$ cat src/pkg/bct_pkg.sv
// Constants and types of the bank command timing and strobe preamble block.
// Assumes one 25 MHz device clock on which commands are also sampled.
package bct_pkg;

  // Clock period and documented times, each in its own unit.
  localparam int CLK_PS = 40000;
  localparam int TRP_NS = 14;
  localparam int TRAS_NS = 32;
  localparam int TXS_NS = 170;
  localparam int TXS_ABORT_NS = 30;
  localparam int SDO_EXTRA_NS = 9;

  // Least times round up, longest times round down, never below one cycle.
  function automatic int min_cyc(input int ns);
    int c;
    c = (ns * 1000 + CLK_PS - 1) / CLK_PS;
    return (c < 1) ? 1 : c;
  endfunction

  function automatic int max_cyc(input int ns);
    int c;
    c = (ns * 1000) / CLK_PS;
    return (c < 1) ? 1 : c;
  endfunction

  localparam int TRP_CYC = min_cyc(TRP_NS);
  localparam int TRAS_CYC = min_cyc(TRAS_NS);
  localparam int TXS_CYC = min_cyc(TXS_NS);
  localparam int TXS_ABORT_CYC = min_cyc(TXS_ABORT_NS);
  localparam int SDO_EXTRA_CYC = max_cyc(SDO_EXTRA_NS);

  localparam int BURST_CK = 4;
  localparam int PRE_SHORT_CK = 1;
  localparam int PRE_LONG_CK = 2;
  localparam int CW = 8;
  localparam int ROW_W = 18;
  localparam int NBANK = 8;

  // Mode register selects and address bit positions.
  localparam logic [2:0] MR_SEL3 = 3'h3;
  localparam logic [2:0] MR_SEL4 = 3'h4;
  localparam int MR3_MPR_BIT = 2;
  localparam int MR3_GEAR_BIT = 3;
  localparam int MR4_ABORT_BIT = 9;
  localparam int MR4_TRAIN_BIT = 10;
  localparam int MR4_RPRE_BIT = 11;
  localparam int MR4_WPRE_BIT = 12;
  localparam int AP_BIT = 10;

  typedef enum logic [2:0] {
    CMD_DES = 3'h0, CMD_MRS = 3'h1, CMD_ACT = 3'h2, CMD_RD = 3'h3,
    CMD_WR = 3'h4, CMD_PRE = 3'h5, CMD_REF = 3'h6, CMD_SRE = 3'h7
  } bct_cmd_t;

  typedef enum logic [1:0] {
    BK_IDLE = 2'h0, BK_ACTIVE = 2'h1, BK_APWAIT = 2'h3, BK_PRECHG = 2'h2
  } bct_bank_st_t;

  typedef enum logic [2:0] {
    SB_IDLE = 3'h0, SB_WAIT = 3'h1, SB_PRE = 3'h3, SB_BURST = 3'h2, SB_POST = 3'h6
  } bct_strobe_st_t;

endpackage

$ cat src/design/bct_core.sv
// Device-side command sequencing: bank states, self refresh exit and gear-down,
// read and write strobe preambles, and read preamble training.
// Assumes command pins are sampled on sys_clk, which is the device clock.
`timescale 1ns/1ps

// Operation
// - Gear-down enable waits exit delay per abort bit.
// - Write preamble one or two clocks by mode.
// - Read preamble one or two clocks by mode.
// - Preamble training allowed only in register mode.
// - Training strobe drive begins within bounded delay.
// - Postambles fixed at one clock.
// - Activate latches group, bank and row.
// - Bank idle after precharge time, activate first.
// - Precharge to idle bank accepted, latest restarts.
// - Auto-precharge deferred for restore or stored burst.
module bct_core #(
  parameter int CL = 11,
  parameter int CWL = 9,
  parameter int WR = 12,
  parameter int TMOD_CK = 24
) (
  // Clock and reset
  input wire logic sys_clk,
  input wire logic rst_n,
  // Command pins
  input wire logic cke,
  input wire logic [2:0] cmd,
  input wire logic cmd_bg,
  input wire logic [1:0] cmd_ba,
  input wire logic [bct_pkg::ROW_W-1:0] cmd_addr,
  // Status control
  input wire logic err_clr,
  input wire logic [2:0] sel_bank,
  // Bank status
  output logic [bct_pkg::NBANK-1:0] bank_open,
  output logic [bct_pkg::NBANK-1:0] bank_idle,
  output logic [bct_pkg::ROW_W-1:0] sel_row,
  // Mode status
  output logic gear_mode,
  output logic in_self_refresh,
  output logic train_on,
  output logic rpre_2ck,
  output logic wpre_2ck,
  output logic gear_err,
  output logic train_err,
  // Read strobe pin
  output logic dqs_out,
  output logic dqs_oe_n,
  // Expected write strobe window
  output logic wdqs_window,
  output logic wdqs_pre
);
  localparam int CW = bct_pkg::CW;
  localparam int NB = bct_pkg::NBANK;
  localparam int RW = bct_pkg::ROW_W;
  localparam int SDO_CYC = TMOD_CK + bct_pkg::SDO_EXTRA_CYC;
  localparam int WR_AP_CYC = CWL + bct_pkg::BURST_CK + WR;
  localparam logic [CW-1:0] SDO_LD = CW'(SDO_CYC - 2);
  localparam logic [CW-1:0] XS_LD = CW'(bct_pkg::TXS_CYC - 1);
  localparam logic [CW-1:0] XSA_LD = CW'(bct_pkg::TXS_ABORT_CYC - 1);
  localparam logic [CW-1:0] CL_LAT = CW'(CL);
  localparam logic [CW-1:0] CWL_LAT = CW'(CWL);
  localparam int sdo_bound = SDO_CYC - 1;
  localparam int rd2_at = CL - 2;
  localparam int rd1_at = CL - 1;
  localparam int wr2_at = CWL - 2;
  localparam int wr1_at = CWL - 1;

  if (CL < 4 || CWL < 4 || CL > 200 || CWL > 200 || WR < 1 || TMOD_CK < 1
      || WR_AP_CYC > 250 || SDO_CYC > 250) begin : g_bad_param
    $error("Latency parameters out of the supported range.");
  end

  typedef struct packed {
    logic cke_d;
    logic in_sr;
    logic xs_done;
    logic [CW-1:0] xs_cnt;
    logic abort;
    logic mpr;
    logic gear;
    logic rpre2;
    logic wpre2;
    logic train;
    logic train_drv;
    logic [CW-1:0] sdo_cnt;
    logic gear_err;
    logic train_err;
    logic [RW-1:0] sel_row;
  } bct_core_reg_t;

  bct_core_reg_t q;
  bct_core_reg_t next_q;

  logic [2:0] bank_idx;
  logic is_mrs3;
  logic is_mrs4;
  logic gear_req;
  logic xs_ok;
  logic rd_go;
  logic wr_go;
  logic [RW-1:0] rows [NB];
  logic rd_busy;
  logic rd_drive;
  logic rd_lvl;
  logic rpre_ph;
  logic wr_busy;

  assign bank_idx = {cmd_bg, cmd_ba};
  assign is_mrs3 = (cmd == bct_pkg::CMD_MRS) && (bank_idx == bct_pkg::MR_SEL3);
  assign is_mrs4 = (cmd == bct_pkg::CMD_MRS) && (bank_idx == bct_pkg::MR_SEL4);
  assign gear_req = is_mrs3 && cmd_addr[bct_pkg::MR3_GEAR_BIT] && !q.gear;
  assign xs_ok = q.xs_done || (q.xs_cnt == '0);
  assign rd_go = (cmd == bct_pkg::CMD_RD);
  assign wr_go = (cmd == bct_pkg::CMD_WR);

  // One state machine per bank; precharge with the auto-precharge bit closes all.
  for (genvar i = 0; i < NB; i++) begin : g_bank
    bct_bank #(
      .WR_AP_CYC(WR_AP_CYC)
    ) u_bank (
      .sys_clk(sys_clk),
      .rst_n(rst_n),
      .act((cmd == bct_pkg::CMD_ACT) && (bank_idx == 3'(i))),
      .pre((cmd == bct_pkg::CMD_PRE)
        && (cmd_addr[bct_pkg::AP_BIT] || bank_idx == 3'(i))),
      .rd(rd_go && (bank_idx == 3'(i))),
      .wr(wr_go && (bank_idx == 3'(i))),
      .ap(cmd_addr[bct_pkg::AP_BIT]),
      .row_in(cmd_addr),
      .is_open(bank_open[i]),
      .is_idle(bank_idle[i]),
      .row(rows[i])
    );
  end

  bct_strobe u_rd_strobe (
    .sys_clk(sys_clk),
    .rst_n(rst_n),
    .start(rd_go),
    .two_ck(q.rpre2),
    .lat(CL_LAT),
    .busy(rd_busy),
    .drive(rd_drive),
    .lvl(rd_lvl),
    .pre_ph(rpre_ph),
    .post_ph()
  );

  bct_strobe u_wr_strobe (
    .sys_clk(sys_clk),
    .rst_n(rst_n),
    .start(wr_go),
    .two_ck(q.wpre2),
    .lat(CWL_LAT),
    .busy(wr_busy),
    .drive(wdqs_window),
    .lvl(),
    .pre_ph(wdqs_pre),
    .post_ph()
  );

  always_comb begin
    next_q = q;
    next_q.cke_d = cke;
    next_q.sel_row = rows[sel_bank];
    if (err_clr) begin
      next_q.gear_err = 1'b0;
      next_q.train_err = 1'b0;
    end
    if (!q.xs_done) begin
      if (q.xs_cnt == '0) begin
        next_q.xs_done = 1'b1;
      end else begin
        next_q.xs_cnt = q.xs_cnt - 1'b1;
      end
    end
    // Self refresh entry also drops the device back to the full-rate mode.
    if (cmd == bct_pkg::CMD_SRE) begin
      next_q.in_sr = 1'b1;
      next_q.gear = 1'b0;
    end
    if (q.in_sr && cke && !q.cke_d) begin
      next_q.in_sr = 1'b0;
      next_q.xs_done = 1'b0;
      next_q.xs_cnt = q.abort ? XSA_LD : XS_LD;
    end
    if (is_mrs3) begin
      next_q.mpr = cmd_addr[bct_pkg::MR3_MPR_BIT];
      if (!cmd_addr[bct_pkg::MR3_MPR_BIT]) begin
        next_q.train = 1'b0;
        next_q.train_drv = 1'b0;
      end
    end
    if (gear_req) begin
      if (xs_ok) begin
        next_q.gear = 1'b1;
      end else begin
        next_q.gear_err = 1'b1;
      end
    end
    if (is_mrs4) begin
      next_q.abort = cmd_addr[bct_pkg::MR4_ABORT_BIT];
      next_q.rpre2 = cmd_addr[bct_pkg::MR4_RPRE_BIT];
      next_q.wpre2 = cmd_addr[bct_pkg::MR4_WPRE_BIT];
      next_q.train = 1'b0;
      next_q.train_drv = 1'b0;
      if (cmd_addr[bct_pkg::MR4_TRAIN_BIT]) begin
        if (q.mpr) begin
          next_q.train = 1'b1;
          next_q.sdo_cnt = SDO_LD;
        end else begin
          next_q.train_err = 1'b1;
        end
      end
    end
    if (q.train && !q.train_drv) begin
      if (q.sdo_cnt == '0) begin
        next_q.train_drv = 1'b1;
      end else begin
        next_q.sdo_cnt = q.sdo_cnt - 1'b1;
      end
    end
  end

  always_ff @(posedge sys_clk or negedge rst_n) begin
    if (!rst_n) begin
      q <= '0;
      q.xs_done <= 1'b1;
    end else begin
      q <= next_q;
    end
  end

  assign gear_mode = q.gear;
  assign in_self_refresh = q.in_sr;
  assign train_on = q.train;
  assign rpre_2ck = q.rpre2;
  assign wpre_2ck = q.wpre2;
  assign gear_err = q.gear_err;
  assign train_err = q.train_err;
  assign sel_row = q.sel_row;
  // Training holds the strobe in its preamble level; reads are not expected then.
  assign dqs_out = q.train_drv ? 1'b0 : rd_lvl;
  assign dqs_oe_n = !(q.train_drv || rd_drive);
endmodule // bct_core

$ cat src/design/bct_bank.sv
// One bank: open row, precharge timing and auto-precharge deferral.
// Assumes decoded one-cycle command strobes on the device clock.
`timescale 1ns/1ps
module bct_bank #(
  parameter int WR_AP_CYC = 25
) (
  // Clock and reset
  input wire logic sys_clk,
  input wire logic rst_n,
  // Decoded commands for this bank
  input wire logic act,
  input wire logic pre,
  input wire logic rd,
  input wire logic wr,
  input wire logic ap,
  input wire logic [bct_pkg::ROW_W-1:0] row_in,
  // Bank status
  output logic is_open,
  output logic is_idle,
  output logic [bct_pkg::ROW_W-1:0] row
);
  localparam int CW = bct_pkg::CW;
  localparam logic [CW-1:0] TRP_LD = CW'(bct_pkg::TRP_CYC - 1);
  localparam logic [CW-1:0] TRAS_LD = CW'(bct_pkg::TRAS_CYC - 1);
  localparam logic [CW-1:0] WRAP_LD = CW'(WR_AP_CYC - 1);
  localparam logic [CW-1:0] TRP_CHK = CW'(bct_pkg::TRP_CYC);
  localparam logic [CW-1:0] TRAS_CHK = CW'(bct_pkg::TRAS_CYC);
  localparam logic [CW-1:0] ONE = CW'(1);
  localparam logic [CW-1:0] CNT_MAX = '1;

  typedef struct packed {
    bct_pkg::bct_bank_st_t st;
    logic [CW-1:0] cnt;
    logic [CW-1:0] ras_cnt;
    logic [CW-1:0] since_pre;
    logic [CW-1:0] since_act;
    logic [bct_pkg::ROW_W-1:0] row;
  } bct_bank_reg_t;

  bct_bank_reg_t q;
  bct_bank_reg_t next_q;

  assign is_open = (q.st == bct_pkg::BK_ACTIVE) || (q.st == bct_pkg::BK_APWAIT);
  assign is_idle = (q.st == bct_pkg::BK_IDLE) || (q.st == bct_pkg::BK_PRECHG && q.cnt == '0);
  assign row = q.row;

  always_comb begin
    next_q = q;
    if (q.cnt != '0) begin
      next_q.cnt = q.cnt - 1'b1;
    end
    if (q.ras_cnt != '0) begin
      next_q.ras_cnt = q.ras_cnt - 1'b1;
    end
    if (q.since_pre != CNT_MAX) begin
      next_q.since_pre = q.since_pre + 1'b1;
    end
    if (q.since_act != CNT_MAX) begin
      next_q.since_act = q.since_act + 1'b1;
    end
    unique case (q.st)
      bct_pkg::BK_IDLE: begin
        next_q.st = bct_pkg::BK_IDLE;
      end
      bct_pkg::BK_ACTIVE: begin
        if (pre) begin
          next_q.st = bct_pkg::BK_PRECHG;
          next_q.cnt = TRP_LD;
        end else if ((rd || wr) && ap) begin
          // Reads wait only for the restore time, writes for the stored burst.
          next_q.st = bct_pkg::BK_APWAIT;
          next_q.cnt = wr ? WRAP_LD : '0;
        end
      end
      bct_pkg::BK_APWAIT: begin
        if (pre || (q.cnt == '0 && q.ras_cnt == '0)) begin
          next_q.st = bct_pkg::BK_PRECHG;
          next_q.cnt = TRP_LD;
        end
      end
      bct_pkg::BK_PRECHG: begin
        if (pre) begin
          next_q.cnt = TRP_LD;
        end else if (q.cnt == '0) begin
          next_q.st = bct_pkg::BK_IDLE;
        end
      end
    endcase
    if (next_q.st == bct_pkg::BK_PRECHG && (q.st != bct_pkg::BK_PRECHG || pre)) begin
      next_q.since_pre = ONE;
    end
    if (act && is_idle) begin
      next_q.st = bct_pkg::BK_ACTIVE;
      next_q.row = row_in;
      next_q.ras_cnt = TRAS_LD;
      next_q.since_act = ONE;
    end
  end

  always_ff @(posedge sys_clk or negedge rst_n) begin
    if (!rst_n) begin
      q <= '0;
    end else begin
      q <= next_q;
    end
  end
endmodule // bct_bank

$ cat src/design/bct_strobe.sv
// Strobe sequencer: wait, preamble of one or two clocks, burst, postamble.
// Assumes a start pulse per column command and a latency of at least four.
`timescale 1ns/1ps
module bct_strobe (
  // Clock and reset
  input wire logic sys_clk,
  input wire logic rst_n,
  // Start request
  input wire logic start,
  input wire logic two_ck,
  input wire logic [bct_pkg::CW-1:0] lat,
  // Strobe phases
  output logic busy,
  output logic drive,
  output logic lvl,
  output logic pre_ph,
  output logic post_ph
);
  localparam int CW = bct_pkg::CW;
  localparam logic [CW-1:0] LONG_LD = CW'(bct_pkg::PRE_LONG_CK - 1);
  localparam logic [CW-1:0] SHORT_LD = CW'(bct_pkg::PRE_SHORT_CK - 1);
  localparam logic [CW-1:0] BURST_LD = CW'(bct_pkg::BURST_CK - 1);
  // The start edge and the last wait cycle both count against the latency.
  localparam logic [CW-1:0] LEAD = CW'(2);
  localparam logic [CW-1:0] LONG_W = CW'(bct_pkg::PRE_LONG_CK);
  localparam logic [CW-1:0] SHORT_W = CW'(bct_pkg::PRE_SHORT_CK);

  typedef struct packed {
    bct_pkg::bct_strobe_st_t st;
    logic two;
    logic lvl;
    logic [CW-1:0] cnt;
  } bct_strobe_reg_t;

  bct_strobe_reg_t q;
  bct_strobe_reg_t next_q;

  assign busy = (q.st != bct_pkg::SB_IDLE);
  assign pre_ph = (q.st == bct_pkg::SB_PRE);
  assign post_ph = (q.st == bct_pkg::SB_POST);
  assign drive = pre_ph || post_ph || (q.st == bct_pkg::SB_BURST);
  assign lvl = q.lvl;

  always_comb begin
    next_q = q;
    unique case (q.st)
      bct_pkg::SB_IDLE: begin
        if (start) begin
          next_q.st = bct_pkg::SB_WAIT;
          next_q.two = two_ck;
          next_q.cnt = lat - (two_ck ? LONG_W : SHORT_W) - LEAD;
        end
      end
      bct_pkg::SB_WAIT: begin
        if (q.cnt == '0) begin
          next_q.st = bct_pkg::SB_PRE;
          next_q.cnt = q.two ? LONG_LD : SHORT_LD;
          next_q.lvl = 1'b0;
        end else begin
          next_q.cnt = q.cnt - 1'b1;
        end
      end
      bct_pkg::SB_PRE: begin
        if (q.cnt == '0) begin
          next_q.st = bct_pkg::SB_BURST;
          next_q.cnt = BURST_LD;
          next_q.lvl = 1'b1;
        end else begin
          next_q.cnt = q.cnt - 1'b1;
        end
      end
      bct_pkg::SB_BURST: begin
        next_q.lvl = ~q.lvl;
        if (q.cnt == '0) begin
          next_q.st = bct_pkg::SB_POST;
          next_q.lvl = 1'b0;
        end else begin
          next_q.cnt = q.cnt - 1'b1;
        end
      end
      bct_pkg::SB_POST: begin
        next_q.st = bct_pkg::SB_IDLE;
      end
      default: begin
        next_q.st = bct_pkg::SB_IDLE;
      end
    endcase
  end

  always_ff @(posedge sys_clk or negedge rst_n) begin
    if (!rst_n) begin
      q <= '0;
    end else begin
      q <= next_q;
    end
  end
endmodule // bct_strobe

$ cat config.mk
export PLATFORM = sky130hd
export DESIGN_NAME = bct_core
export DESIGN_NICKNAME = d
export VERILOG_FILES = /design/src/pkg/bct_pkg.sv /design/src/design/bct_core.sv /design/src/design/bct_bank.sv /design/src/design/bct_strobe.sv
export SDC_FILE = /design/constraint.sdc
export NUM_CORES = 1
export LEC_CHECK = 0
export ABC_AREA = 0
export BUFFER_PORTS_ARGS = -buffer_cell sky130_fd_sc_hd__buf_2
export CAP_MARGIN = 20
export CELL_PAD_IN_SITES_DETAIL_PLACEMENT = 1
export CELL_PAD_IN_SITES_GLOBAL_PLACEMENT = 1
export CORE_MARGIN = 2
export CORE_UTILIZATION = 55
export CTS_CLUSTER_SIZE = 10
export DETAILED_ROUTE_END_ITERATION = 16
export HOLD_SLACK_MARGIN = 0.12
export PLACE_DENSITY_LB_ADDON = 0.1
export SETUP_SLACK_MARGIN = 0.02
export SYNTH_ARGS = -nofsm -noshare
export SYNTH_HDL_FRONTEND = slang
export SYNTH_HIERARCHICAL = 1
export SYNTH_SLANG_ARGS = --single-unit
$ cat constraint.sdc
create_clock -name sys_clk -period 5 [get_ports sys_clk]
set_input_delay 0.5 -clock sys_clk [delete_from_list [all_inputs] [get_ports sys_clk]]
set_output_delay 0.5 -clock sys_clk [all_outputs]
set_load 0.05 [all_outputs]
==> run_results.csv <==
group,metric,value,unit
status,outcome,"finished, final reports clean",
drt,detail_route.first_pass.iterations,4,
grt,grt_pass1_wl,76.11,mm
critical_path,critPathRequiredTime,5.43,ns
clock_tree,postCtsSetupBuffers,0,
clock_tree,clk_latency,0.56,ns
critical_path,path_class,"flip-flop to flip-flop",
placement,placement.cell_area,19910,um2
clock_tree,cts_max_level,2,
grt,grt_max_degree,132,
critical_path,critPathMaxStageDelay,0.92,ns
floorplan,die_area,38590,um2
final_layout,finalNetCount,1857,
clock_tree,clk_root_buffer_cell,"sky130_fd_sc_hd__clkbuf_16",
final_layout,multi_input_logic_area,9515,um2
clock_tree,cts_tree,"built",
grt,grt_util_all_layers,0.2444,
critical_path,timing.reg2reg.setup_slack,2.11,ns
critical_path,crit_path_end_kind,"flip-flop",
critical_path,critPathBufInv,1,
critical_path,critical_path_peak_fanout,23,
drt,drt-wirelength-per-cell,20.09,um
sta,timing_hold_violations_final,0,
final_layout,n_fill_cell,3872,
drt,drt-initial-drc-count,559,
floorplan,die_w,196.4,um
sta,setup_viol_count_final,0,
sta,max_transition_margin,0.3307,
pwr,peakVddDrop,0.0003319,V
critical_path,timing.critical_path.arrival,3.32,ns
final_layout,final_core_utilization,0.5788,
critical_path,timing.critical_path.slowest_stage_cell,"sky130_fd_sc_hd__a21oi_4",
final_layout,layout.cell_area.non_filler,21140,um2
final_layout,fraction_of_final_layout_cells_sized_beyond_drive_strength_1,0.2075,
placement,placed_cells,2200,
placement,post-place-ws,1.821,ns
drt,dr_total_vias,13264,
floorplan,initial_core_util,0.5577,
drt,avgViaCountPerCell,5.853,
placement,io_buffers,75,
logic_synthesis,synth.avg_cell_area,11.12,um2
critical_path,timing.critical_path.cells,"nor4_2 -> nand3_1 -> a21oi_4 -> buf_4 -> mux2_4",
sta,period_minus_slack,2.893,ns
final_layout,antenna_cells,0,
hold_path,min_path_type,"primary input to flip-flop",
critical_path,delay_heaviest_family_cp,"compound AO/OA/AOI/OAI gates",
drt,drc,0,
floorplan,die_h,196.4,um
run,max_cap_violations,0,
grt,via_count_of_the_first_global_routing_pass,14385,
clock_tree,tritoncts_sinks,359,
placement,finalWeightedCongestion,0.8009,
sta,total_negative_slack_for_setup_checks,0,ns
sta,layout_worst_path_cycle_share,0.5787,
sta,worst_slew_pin_slew,1.002,ns
clock_tree,cts.path.max_buffers,3,
logic_synthesis,synth-warning-count,6,
final_layout,register_area,8985,um2
pwr,power_density,567.5,nW/um2
placement,place_hpwl,30.68,mm
grt,grt_antenna_before_repair,2,
logic_synthesis,synth.cell_area,20370,um2
sta,setup_repair_after_global_routing_missed_its_margin,"false",
logic_synthesis,synth_cells,1831,
grt,globalRoute.totalOverflow,0,
pwr,leakage,9.328,nW
critical_path,cp-start-kind,"flip-flop",
floorplan,io_pins,76,
sta,setup_ws,2.107,ns
drt,wl,45.53,mm
sta,final.setup_skew,0.01519,ns
sta,fmax,345.6,MHz
clock_tree,worst_setup_hold_path_clk_slew,0.05,ns
clock_tree,cts_inserted_buffers,43,
floorplan,core_region_area,36520,um2
drt,detail-route-antenna-nets,0,
floorplan,placement_rows,70,
final_layout,flow.area_growth_from_synthesis,3.784,%
sta,report.final.slew_viol_count,0,
final_layout,final-instance-count-excl-fill,2266,
-- through the flow --
stage | hold WS, ns | power, mW
after CTS | 0.2379 | 12.12
final | 0.2574 | 12.00
after floorplan | 0.2044 | 8.592
after detailed placement | 0.4780 | 9.207
after global routing | 0.2290 | 12.86
after global placement | 0.4559 | 8.950
-- timing repair --
action / in CTS / in global routing
resized for setup: 0 / 0
hold buffers: 2 / 0
endpoints found under the hold margin: 80 / 0
-- cell usage in the layout (no fill, tap or decap), types with 20 or more instances in the layout --
cell type / n
sky130_fd_sc_hd__or4_1: 26
sky130_fd_sc_hd__ha_1: 45
sky130_fd_sc_hd__o21ai_0: 46
sky130_fd_sc_hd__buf_2: 74
sky130_fd_sc_hd__mux2_2: 78
sky130_fd_sc_hd__a211oi_1: 25
sky130_fd_sc_hd__dfrtp_1: 358
sky130_fd_sc_hd__conb_1: 35
sky130_fd_sc_hd__nor3b_1: 20
sky130_fd_sc_hd__o31ai_1: 21
sky130_fd_sc_hd__xnor2_1: 72
sky130_fd_sc_hd__inv_1: 84
sky130_fd_sc_hd__a21oi_1: 120
sky130_fd_sc_hd__mux2_4: 80
sky130_fd_sc_hd__clkbuf_16: 43
sky130_fd_sc_hd__xor2_1: 20
sky130_fd_sc_hd__nand2_1: 60
sky130_fd_sc_hd__nor2b_1: 27
sky130_fd_sc_hd__mux4_2: 36
sky130_fd_sc_hd__nor2_1: 193
sky130_fd_sc_hd__nand2b_1: 21
-- final timing paths --
kind,startpoint,to,cells after the start
hold reg to reg,q[34],q[37],1
setup / recovery,g_bank[7].u_bank/q[46],g_bank[7].u_bank/row[9],5
min in group asynchronous,rst_n,u_rd_strobe/q[7],2
setup reg to reg,g_bank[7].u_bank/q[46],g_bank[7].u_bank/row[9],5
max in group asynchronous,rst_n,g_bank[1].u_bank/row[4],3
hold / removal,err_clr,train_err,3
-- power by group --
part / switching [mW] / leakage [nW] / total (mW) / internal, mW
Combinational: 2.22 / 4.24 / 4.12 / 1.90
Sequential: 1.07 / 4.50 / 5.06 / 4.00
Clock: 1.17 / 0.588 / 2.81 / 1.64
-- worst min-delay path: cells and delay by family --
family,cells,cell delay [ns]
compound gates,1,0.13
buf+inv,2,0.13
-- layout make-up --
class	count	share of cell area
timing repair buffer	90	0.02498
clock inverter	1	0.0004143
sequential	359	0.4250
inverter	84	0.01492
multi-input combinational	1201	0.4501
clock buffer	63	0.05682
tap	468	0.02770
-- state kept, by name, summed over array words and instances, names as in the netlist --
| register | flops |
|---|---|
| gear_err | 1 |
| u_rd_strobe/q | 12 |
| q | 21 |
| in_self_refresh | 1 |
| sel_row | 18 |
| g_bank.u_bank/q | 144 |
| train_err | 1 |
| u_rd_strobe/lvl | 1 |
| gear_mode | 1 |
| u_wr_strobe/q | 12 |
| rpre_2ck | 1 |
| wpre_2ck | 1 |
| train_on | 1 |
| g_bank.u_bank/row | 144 |
-- layer usage --
metal  vias up  track usage  part of all wire
met5         -            0           0.00053
met4         4      0.06678             0.020
met3        58      0.03816             0.033
met1      6847       0.3269              0.45
li1       6197            -                 -
met2       158       0.4157              0.49
No activity file was read; power rests on OpenSTA's default activity.
